## src/hw/lec_pkg.sv

```systemverilog
package lec_pkg;

  // register map of the parallel port
  localparam logic [7:0] LEC_ADDR_CONFIG  = 8'h41;
  localparam logic [7:0] LEC_ADDR_COUNT_H = 8'h42;
  localparam logic [7:0] LEC_ADDR_COUNT_L = 8'h43;

  // configuration field positions
  localparam int LEC_CFG_EXCESS_ZERO  = 0;
  localparam int LEC_CFG_SYNC_FUNC    = 1;
  localparam int LEC_CFG_SIG_FBIT     = 2;
  localparam int LEC_CFG_E1_VIOL_TYPE = 3;
  localparam int LEC_CFG_ACC_SOURCE   = 4;
  localparam int LEC_CFG_AUTO_INTERVAL = 5;
  localparam int LEC_CFG_MANUAL       = 6;

  // reset values and masks
  localparam logic [7:0]  LEC_CFG_RESET      = 8'h00;
  localparam logic [7:0]  LEC_CFG_WRITE_MASK = 8'h7f;
  localparam logic [7:0]  LEC_RDATA_IDLE     = 8'h00;
  localparam logic [15:0] LEC_COUNT_RESET    = 16'h0000;
  localparam logic [15:0] LEC_COUNT_MAX      = 16'hffff;
  localparam logic [15:0] LEC_COUNT_ONE      = 16'h0001;

  // interval timing in frames of 125 us
  localparam int LEC_FRAME_PERIOD_US = 125;
  localparam int LEC_SECOND_US       = 1000000;
  localparam int LEC_SECOND_FRAMES   = LEC_SECOND_US / LEC_FRAME_PERIOD_US;
  localparam int LEC_T1_SHORT_FRAMES = 333;  // 42 ms
  localparam int LEC_E1_SHORT_FRAMES = 500;  // 62.5 ms
  localparam int LEC_FRAME_CNT_W     = 13;

  // excessive zero run lengths
  localparam int LEC_ZERO_RUN_PLAIN = 16;
  localparam int LEC_ZERO_RUN_B8ZS  = 8;
  localparam int LEC_ZERO_RUN_W     = 5;

  // one received line symbol from the line decoder
  typedef struct packed {
    logic bit_valid;  // one symbol this cycle
    logic pos;        // positive mark
    logic neg;        // negative mark
    logic subst;      // violation belongs to a valid substitution codeword
  } lec_line_s;

  // line mode from the framer configuration
  typedef struct packed {
    logic e1_mode;
    logic b8zs_en;
    logic hdb3_en;
    logic receive_loss_of_sync;
  } lec_mode_s;

  // parallel port request
  typedef struct packed {
    logic       cs;
    logic       rd;
    logic       wr;
    logic [7:0] addr;
    logic [7:0] wdata;
  } lec_port_s;

  // violation checker state
  typedef struct packed {
    logic                      have_mark;
    logic                      mark_neg;
    logic                      have_viol;
    logic                      viol_neg;
    logic [LEC_ZERO_RUN_W-1:0] zero_run;
    logic                      violation;
  } lec_check_s;

  // counter block state
  typedef struct packed {
    logic [7:0]                 error_counter_config;
    logic [15:0]                running;
    logic [15:0]                latched;
    logic [LEC_FRAME_CNT_W-1:0] frame_cnt;
    logic                       manual_pend;
    logic                       update_strobe;
    logic                       interval_tick;
    logic [7:0]                 rdata;
  } lec_main_s;

endpackage

```

## src/hw/lec_line_error_counters.sv

```systemverilog
`timescale 1ns/1ns
module lec_line_error_counters
  import lec_pkg::*;
#(
  parameter int SECOND_FRAMES   = LEC_SECOND_FRAMES,   // frames in one second
  parameter int T1_SHORT_FRAMES = LEC_T1_SHORT_FRAMES, // t1 short interval
  parameter int E1_SHORT_FRAMES = LEC_E1_SHORT_FRAMES  // e1 short interval
)
(
  input  wire logic      mclk,                 // system clock, 250 MHz
  input  wire logic      reset,                // synchronous reset
  input  wire lec_port_s port,                 // parallel port request
  output logic [7:0]     rdata,                // parallel port read data
  input  wire lec_line_s line,                 // received symbol stream
  input  wire lec_mode_s mode,                 // line mode and sync state
  input  wire logic      frame_tick,           // one pulse per received frame
  output logic           update_strobe,        // counts moved to readable copy
  output logic           interval_tick,        // automatic update timer tick
  output logic           sync_counter_function_select, // frame sync counter mode
  output logic           signaling_fbit_report_enable  // fs errors to path counter
);

  lec_main_s st;
  lec_main_s next_st;

  logic                       violation;
  logic                       wr_config;
  logic                       rd_strobe;
  logic                       manual_mode;
  logic                       manual_rise;
  logic                       auto_due;
  logic                       do_update;
  logic [LEC_FRAME_CNT_W-1:0] frame_limit;
  logic [7:0]                 cfg_written;

  // address match on a selected access
  function automatic logic reg_hit(input lec_port_s p, input logic [7:0] a);
    return p.cs && (p.addr == a);
  endfunction

  // saturating increment
  function automatic logic [15:0] sat_inc(input logic [15:0] v);
    return (v == LEC_COUNT_MAX) ? LEC_COUNT_MAX : v + LEC_COUNT_ONE;
  endfunction

  // line code violation detector
  lec_code_check u_check (
    .mclk                     (mclk),
    .reset                    (reset),
    .line                     (line),
    .mode                     (mode),
    .excess_zero_count_enable (st.error_counter_config[LEC_CFG_EXCESS_ZERO]),
    .e1_violation_type_select (st.error_counter_config[LEC_CFG_E1_VIOL_TYPE]),
    .violation                (violation)
  );

  // port decode
  always_comb begin
    wr_config   = reg_hit(port, LEC_ADDR_CONFIG) & port.wr;
    rd_strobe   = port.cs & port.rd;
    cfg_written = port.wdata & LEC_CFG_WRITE_MASK;
  end

  // interval selection
  always_comb begin
    manual_mode = st.error_counter_config[LEC_CFG_ACC_SOURCE];
    if (!st.error_counter_config[LEC_CFG_AUTO_INTERVAL]) begin
      frame_limit = LEC_FRAME_CNT_W'(SECOND_FRAMES - 1);
    end else if (mode.e1_mode) begin
      frame_limit = LEC_FRAME_CNT_W'(E1_SHORT_FRAMES - 1);
    end else begin
      frame_limit = LEC_FRAME_CNT_W'(T1_SHORT_FRAMES - 1);
    end
    auto_due = ~manual_mode & frame_tick & (st.frame_cnt >= frame_limit);
  end

  // manual update edge detect on the written value
  always_comb begin
    manual_rise = wr_config & manual_mode
                & cfg_written[LEC_CFG_MANUAL]
                & ~st.error_counter_config[LEC_CFG_MANUAL];
    do_update   = st.manual_pend | auto_due;
  end

  // next state
  always_comb begin
    next_st = st;
    next_st.update_strobe = 1'b0;
    next_st.interval_tick = 1'b0;
    next_st.manual_pend   = manual_rise;

    if (wr_config) begin
      next_st.error_counter_config = cfg_written;
    end

    // frame counter runs only for automatic updates
    if (manual_mode) begin
      next_st.frame_cnt = '0;
    end else if (frame_tick) begin
      next_st.frame_cnt = auto_due ? '0 : st.frame_cnt + LEC_FRAME_CNT_W'(1);
    end

    if (violation) begin
      next_st.running = sat_inc(st.running);
    end

    if (do_update) begin
      next_st.latched       = st.running;
      next_st.running       = violation ? LEC_COUNT_ONE : LEC_COUNT_RESET;
      next_st.update_strobe = 1'b1;
      next_st.interval_tick = auto_due;
    end

    next_st.rdata = LEC_RDATA_IDLE;
    if (rd_strobe) begin
      if (reg_hit(port, LEC_ADDR_CONFIG)) begin
        next_st.rdata = st.error_counter_config;
      end else if (reg_hit(port, LEC_ADDR_COUNT_H)) begin
        next_st.rdata = st.latched[15:8];
      end else if (reg_hit(port, LEC_ADDR_COUNT_L)) begin
        next_st.rdata = st.latched[7:0];
      end else begin
        next_st.rdata = LEC_RDATA_IDLE;
      end
    end
  end

  // state register
  always_ff @(posedge mclk) begin
    if (reset) begin
      st                      <= '0;
      st.error_counter_config <= LEC_CFG_RESET;
      st.running              <= LEC_COUNT_RESET;
      st.latched              <= LEC_COUNT_RESET;
      st.rdata                <= LEC_RDATA_IDLE;
    end else begin
      st <= next_st;
    end
  end

  // outputs straight from state flops
  assign rdata         = st.rdata;
  assign update_strobe = st.update_strobe;
  assign interval_tick = st.interval_tick;
  assign sync_counter_function_select = st.error_counter_config[LEC_CFG_SYNC_FUNC];
  assign signaling_fbit_report_enable = st.error_counter_config[LEC_CFG_SIG_FBIT];

endmodule // lec_line_error_counters

```

## src/hw/lec_code_check.sv

```systemverilog
`timescale 1ns/1ns
module lec_code_check
  import lec_pkg::*;
(
  input  wire logic      mclk,                  // system clock
  input  wire logic      reset,                 // synchronous reset
  input  wire lec_line_s line,                  // received symbol
  input  wire lec_mode_s mode,                  // line mode
  input  wire logic      excess_zero_count_enable, // t1 only: count long zero runs
  input  wire logic      e1_violation_type_select, // e1: 0 bpv, 1 cv
  output logic           violation              // one-cycle error event
);

  lec_check_s st;
  lec_check_s next_st;

  logic                      is_zero;
  logic                      is_pos;
  logic                      is_neg;
  logic                      is_mark;
  logic                      bpv;
  logic                      zero_hit;
  logic [LEC_ZERO_RUN_W-1:0] run_limit;

  // symbol decode and violation classification
  always_comb begin
    next_st   = st;
    is_pos    = line.bit_valid & line.pos & ~line.neg;
    is_neg    = line.bit_valid & line.neg & ~line.pos;
    is_mark   = is_pos | is_neg;
    is_zero   = line.bit_valid & ~line.pos & ~line.neg;
    bpv       = is_mark & st.have_mark & (is_neg == st.mark_neg);
    run_limit = mode.b8zs_en ? LEC_ZERO_RUN_W'(LEC_ZERO_RUN_B8ZS)
                             : LEC_ZERO_RUN_W'(LEC_ZERO_RUN_PLAIN);
    zero_hit  = is_zero & (st.zero_run == run_limit - LEC_ZERO_RUN_W'(1));
    next_st.violation = 1'b0;
    if (is_mark) begin
      next_st.have_mark = 1'b1;
      next_st.mark_neg  = is_neg;
      next_st.zero_run  = '0;
    end else if (is_zero && st.zero_run != run_limit) begin
      next_st.zero_run = st.zero_run + LEC_ZERO_RUN_W'(1);
    end
    if (!mode.e1_mode) begin
      next_st.violation = (bpv & ~(mode.b8zs_en & line.subst))
                        | (excess_zero_count_enable & zero_hit);
    end else if (!e1_violation_type_select) begin
      next_st.violation = bpv & ~(mode.hdb3_en & line.subst);
    end else begin
      next_st.violation = bpv & st.have_viol & (is_neg == st.viol_neg);
    end
    if (bpv) begin
      next_st.have_viol = 1'b1;
      next_st.viol_neg  = is_neg;
    end
  end

  // state register
  always_ff @(posedge mclk) begin
    if (reset) begin
      st <= '0;
    end else begin
      st <= next_st;
    end
  end

  assign violation = st.violation;

endmodule // lec_code_check

```

## config.mk

```make
export PLATFORM = sky130hd
export DESIGN_NAME = lec_line_error_counters
export DESIGN_NICKNAME = d
export VERILOG_FILES = /design/src/hw/lec_pkg.sv /design/src/hw/lec_line_error_counters.sv /design/src/hw/lec_code_check.sv
export SDC_FILE = /design/constraint.sdc
export NUM_CORES = 1
export LEC_CHECK = 0
export BUFFER_PORTS_ARGS = -buffer_cell sky130_fd_sc_hd__buf_4
export CORE_MARGIN = 2
export CORE_UTILIZATION = 35
export CTS_CLUSTER_DIAMETER = 100
export CTS_CLUSTER_SIZE = 20
export DETAILED_ROUTE_END_ITERATION = 12
export PLACE_DENSITY = 0.61
export SLEW_MARGIN = 40
export SYNTH_ARGS = -nofsm -noshare
export SYNTH_HDL_FRONTEND = slang
export SYNTH_SLANG_ARGS = --single-unit
```

## constraint.sdc

```tcl
create_clock -name mclk -period 2.3 [get_ports mclk]
set_clock_uncertainty 0.1 [all_clocks]
set_input_delay 0.23 -clock mclk [delete_from_list [all_inputs] [get_ports mclk]]
set_output_delay 0.23 -clock mclk [all_outputs]
set_load 0.03 [all_outputs]
```

## Word-level counts from Yosys, hierarchy flattened

Index checks and enable logic that the tools add are counted.

- Input port bits: 30
- Flip-flop bits (word level): 73
- Logic and storage cells: 86
- Output and inout port bits: 12

- Multiplexer cells: 14
- Add/subtract/negate cells: 4
- Eq/ne operators: 8
- Magnitude comparators: 1
- Bitwise gates (word level): 34
- Reduce and logical (&&, ||, !) cells: 10

Operator list:

| operator | count |
|---|---|
| two-way mux 16 bit | 2 |
| two-way mux 32 bit | 1 |
| two-way mux 13 bit | 2 |
| == test 8 x 7 -> 1 bit, second input constant | 3 |
| two-way mux 8 bit | 3 |
| AND 1 bit | 23 |
| adder 16 x 1 -> 16 bit, second input constant | 1 |
| == test 16 bit, second input constant | 1 |
| adder 13 x 1 -> 13 bit, second input constant | 1 |
| >= comparator 13 bit | 1 |
| inverter 1 bit | 8 |
| OR reduction 2 bit | 4 |
| two-way mux 7 bit | 1 |
| adder 5 x 1 -> 5 bit, second input constant | 1 |
| == test 5 bit | 1 |
| two-way mux 5 bit | 1 |
| != test 5 bit | 1 |
| subtractor 5 x 1 -> 5 bit, second input constant | 1 |
| logical AND 1 bit | 4 |
| two-way mux 1 bit | 3 |
| bitwise OR 1 bit | 3 |
| OR reduction 3 bit | 1 |
| == test 1 bit | 2 |
| two-way mux 2 bit | 1 |
| nonzero test 2 bit | 1 |

## Longest topological paths before layout

- Depth after elaboration: 9
- Gate-level depth with buffers: 11
- Gate-level depth less buffers: 8

## By module

Synthesis repeated with hierarchy kept, for this count alone.

- Cell total of the unflattened synthesis: 425
- Area, all modules: 3713.6 um^2

Modules (own cells, without submodules):

| module | cells each | times used | area an instance (um^2) | sequential area each (um^2) |
|---|---|---|---|---|
| lec_line_error_counters | 354 | 1 | 3094.2 | 1261.2 |
| lec_code_check | 71 | 1 | 619.3 | 200.2 |

## Worst setup path after synthesis

Ideal clock, no wire load.

- Path type: flip-flop to flip-flop
- Start: reg st[61] (netlist name)
- End: reg st[31] (netlist name)
- Required time: 2.128 ns
- Path slack: -0.110 ns
- Cell stages (with the launch flop): 12
- Buffers on the path: 3
- Arrival: 2.239 ns
- Setup time: 0.072 ns
- Period minus slack after synthesis: 2.410 ns
- Cell sequence: dfxtp_1 -> buf_4 -> nand2_1 -> ha_1 -> a21oi_1 -> o31ai_2 -> a221oi_2 -> o211a_4 -> o21a_1 -> buf_6 -> buf_12 -> mux2i_1

- Word-level cells in the longest chain between the ends: 4

Ends and longest elaborated chain:

| element | RTL line | RTL |
|---|---|---|
| start, declared | lec_line_error_counters.sv:23 | `lec_main_s st;` |
| start signal, assigned | lec_line_error_counters.sv:137 | `st <= next_st;` |
| two-way mux 13 bit | lec_line_error_counters.sv:67 | `if (!st.error_counter_config[LEC_CFG_AUTO_INTERVAL]) begin` |
| >= comparator 13 bit | lec_line_error_counters.sv:74 | `auto_due = ~manual_mode & frame_tick & (st.frame_cnt >= frame_limit);` |
| AND 1 bit | lec_line_error_counters.sv:74 |  |
| bitwise OR 1 bit | lec_line_error_counters.sv:82 | `do_update = st.manual_pend \| auto_due;` |

No other way between the ends.
A chain may end at the register's enable or synchronous reset.

## Final worst setup path

- Start: reg st[61] (netlist name)
- End: reg st[53] (netlist name)

- Word-level cells in the longest chain between the ends: 5
- Elaborated cells between the ends (all ways): 6
- Those cells by class: 1 x order compare; 2 x mux; 2 x bitwise; 1 x reduce/logical

Ends and longest elaborated chain:

| element | RTL line |
|---|---|
| two-way mux 13 bit * | lec_line_error_counters.sv:67 |
| >= comparator 13 bit * | lec_line_error_counters.sv:74 |
| AND 1 bit * | lec_line_error_counters.sv:74 |
| bitwise OR 1 bit * | lec_line_error_counters.sv:82 |
| two-way mux 32 bit / nonzero test 2 bit (equally long branches) | - |

Every way passes the cells marked *; elsewhere a longest branch is shown, timed or not.

==> impl_metrics.tcl <==
set metrics [dict create \
    drive_gt1_share_pct 20.0 \
    crit_fanout 15 \
    use_met3_pct 4.58 \
    synth_top_area_share_pct 40.7 \
    fmaxAchievable_mhz 455 \
    fp-row-count 36 \
    slew_headroom_pct 77.2 \
    p_clk_share_pct 40.6 \
    overflow 0 \
    syn_area_um2 3590 \
    seq_area_frac_synth_pct 40.7 \
    synth_cell_types 52 \
    htree_num_levels 3 \
    period_share_pct 95.5 \
    grt_use_met1_pct 19.0 \
    p_sw_uw 626 \
    synth_common_cells "dfxtp_1 (73), nand2_1 (72), nor2_1 (43)" \
    swShare_pct 26.4 \
    postSynth.asyncResetShare_pct 0 \
    grt_max_degree 21 \
    die_h_um 105 \
    hpwl_um 5600 \
    seqPwrFrac_pct 53.8 \
    wl_per_cell_um 12.9 \
    synth.ff_latch_count 73 \
    synth_top_area_cell "dfxtp_1" \
    io_buffers 39 \
    place_congestion 0.840 \
    avgSynthCellArea_um2 8.35 \
    setup_tns_ns 0 \
    critical_path_arrival_ns 2.32 \
    maxCapViolCount 0 \
    setup_violations 0 \
    start_util_pct 36.4 \
    period_needed_ns 2.20 \
    comb_power_share_pct 5.5 \
    antenna_found_initial 0 \
    slew_viol_final 0 \
    synth_cells 430 \
    crit_required_ns 2.42 \
    firstDrtPassIters 4 \
    route.detailed.drc 0 \
    cts_root_buf "clkbuf_8" \
    wirelength_um 7870 \
    critPathKind "reg -> reg" \
    synthFlopType "dfxtp_1" \
    synth_nets 471 \
    synth_area_leaders "dfxtp_1 (41%), nand2_1 (7.5%), mux2i_1 (4.7%)" \
    drt-initial-drc-count 109 \
    synth_edf_count 0 \
    clk_pin_slew_ns 0.09 \
    die_w_um 105 \
    cts_inserted_buffers 9 \
    dr_total_vias 3009 \
    nFillCells 971 \
    ctsHoldBuffers 0 \
    clock_latency_ns 0.35 \
    p_int_uw 1750 \
    synth_most_common_cell "dfxtp_1" \
    antenna_cells 0 \
    synth_warnings 0 \
    dp.cells 587 \
    status "complete, no violations" \
    area_growth_pct 21.2 \
    final_net_count 512 \
    io_pins 42 \
    busiest_layer "met2" \
    globalRouteTotalUtil_pct 14.5 \
    grtUsageMet2_pct 22.4 \
    hold_slack_ns 0.0227 \
    cts_sinks 73 \
    ctsLongestPathBuffers 2 \
    viasPerCell 4.94 \
    crit_path_end_kind "register" \
    ir_drop_mv 0.298 \
    worst_pin_slew_ns 0.338 \
    leakage_uw 0.00172 \
    grt_pass1_vias 2784 \
    grt_pass1_wl_um 13000 \
    finalHoldViolations 0 \
    power.density_nw_per_um2 545 \
    final_antenna_net_count 0 \
    coreArea_um2 9860 \
    critPathLaunchType "register" \
    power_uw 2370 \
    fp.dieArea_um2 11100 \
    hold_class "in -> reg" \
    cts_tree "done" \
    layout.cells.non_filler 609 \
    rsz0062_at_grt "true" \
]
[state kept, by name (all words and copies together), names as in the netlist]
register / flops
interval_tick: 1
manual_mode: 1
rdata: 8
signaling_fbit_report_enable: 1
st: 50
sync_counter_function_select: 1
u_check.st: 9
u_check.violation: 1
update_strobe: 1
[timing repair]
item / in CTS / in global routing
pin swaps: 1 / 4
buffers inserted: 2 / 2
cloned: 1 / 1
endpoints found under the setup margin: 17 / 36
resized for setup: 5 / 17
[metrics by stage]
stage	setup WS (ns)	cell area (µm²)	util (%)
2_1_floorplan	0.00785	3600	-
3_3_place_gp	0.0444	4000	40.6
3_5_place_dp	-0.00681	4000	40.6
4_1_cts	0.0134	4270	43.2
5_1_grt	-0.0162	4350	44.1
6_report	0.104	4350	44.1
[cell families after synthesis]
group	Yosys count	share of synthesized area (%)
muxes	18	5.06
adders and majority gates	11	3.84
DFF	73	40.7
AOI/OAI and AO/OA	69	12.7
buffers and inverters	43	6.31
and+or+nand+nor	191	25.2
xor gates and xnor gates	25	6.10
[placed cells by master (no fill, tap or decap), drive strengths merged, types with 3 or more instances in the layout]
master  instances
a22oi           7
nand2          72
ha             11
dfxtp          73
nand4           8
nand2b          5
nor3           11
xor2           15
a31oi           3
nor3b           5
xnor2          10
nor2b           3
a21oi          31
nor2           43
buf            57
clkbuf          9
inv            20
o211ai          3
mux2i          17
and3            8
nand3          25
o21ai           7
[metal layers]
layer	vias to the layer above	routed length, µm	part of all wire [%]
met2	47	3570	45
li1	1557	-	-
met5	-	0	0
met4	0	115	1.5
met3	12	339	4.3
met1	1393	3850	49
[path summary, 6_finish.rpt]
check	startpoint	endpoint	slack (ns)	cells after the start
max	st[61]$_SDFFE_PP0P_	st[53]$_SDFFE_PP0P_	0.10	10
min	port[5]	st[61]$_SDFFE_PP0P_	0.02	3
max reg2reg	st[61]$_SDFFE_PP0P_	st[53]$_SDFFE_PP0P_	0.10	10
min reg2reg	st[34]$_SDFFE_PP0P_	st[34]$_SDFFE_PP0P_	0.36	2
[critical path, stage by stage, from the launching register on]
cell      delay (ns)
dfxtp_4         0.43
nand2_4         0.07
ha_4            0.28
nand2_4         0.06
nor3_4          0.20
o211ai_1        0.13
o211a_4         0.29
buf_6           0.12
o211ai_4        0.17
buf_12          0.16
a21oi_1         0.05
[power by group through the flow]
stage / Combinational [µW] / Clock [µW] / Sequential [µW]
after floorplan: 61.8 / 0 / 1310
after global placement: 123 / 0 / 1310
after detailed placement: 125 / 0 / 1310
after CTS: 126 / 993 / 1280
after global routing: 146 / 1050 / 1280
final: 131 / 963 / 1280
[final cells by class]
cell class,instances,area [µm²],share of cell area [%]
tap,133,166,3.83
inverter,16,60.1,1.38
timing repair buffer,57,484,11.1
sequential,73,1470,33.7
multi-input combinational,314,1990,45.7
clock buffer,9,124,2.85
clock inverter,7,61.3,1.41
(Power assumes the default switching activity.)
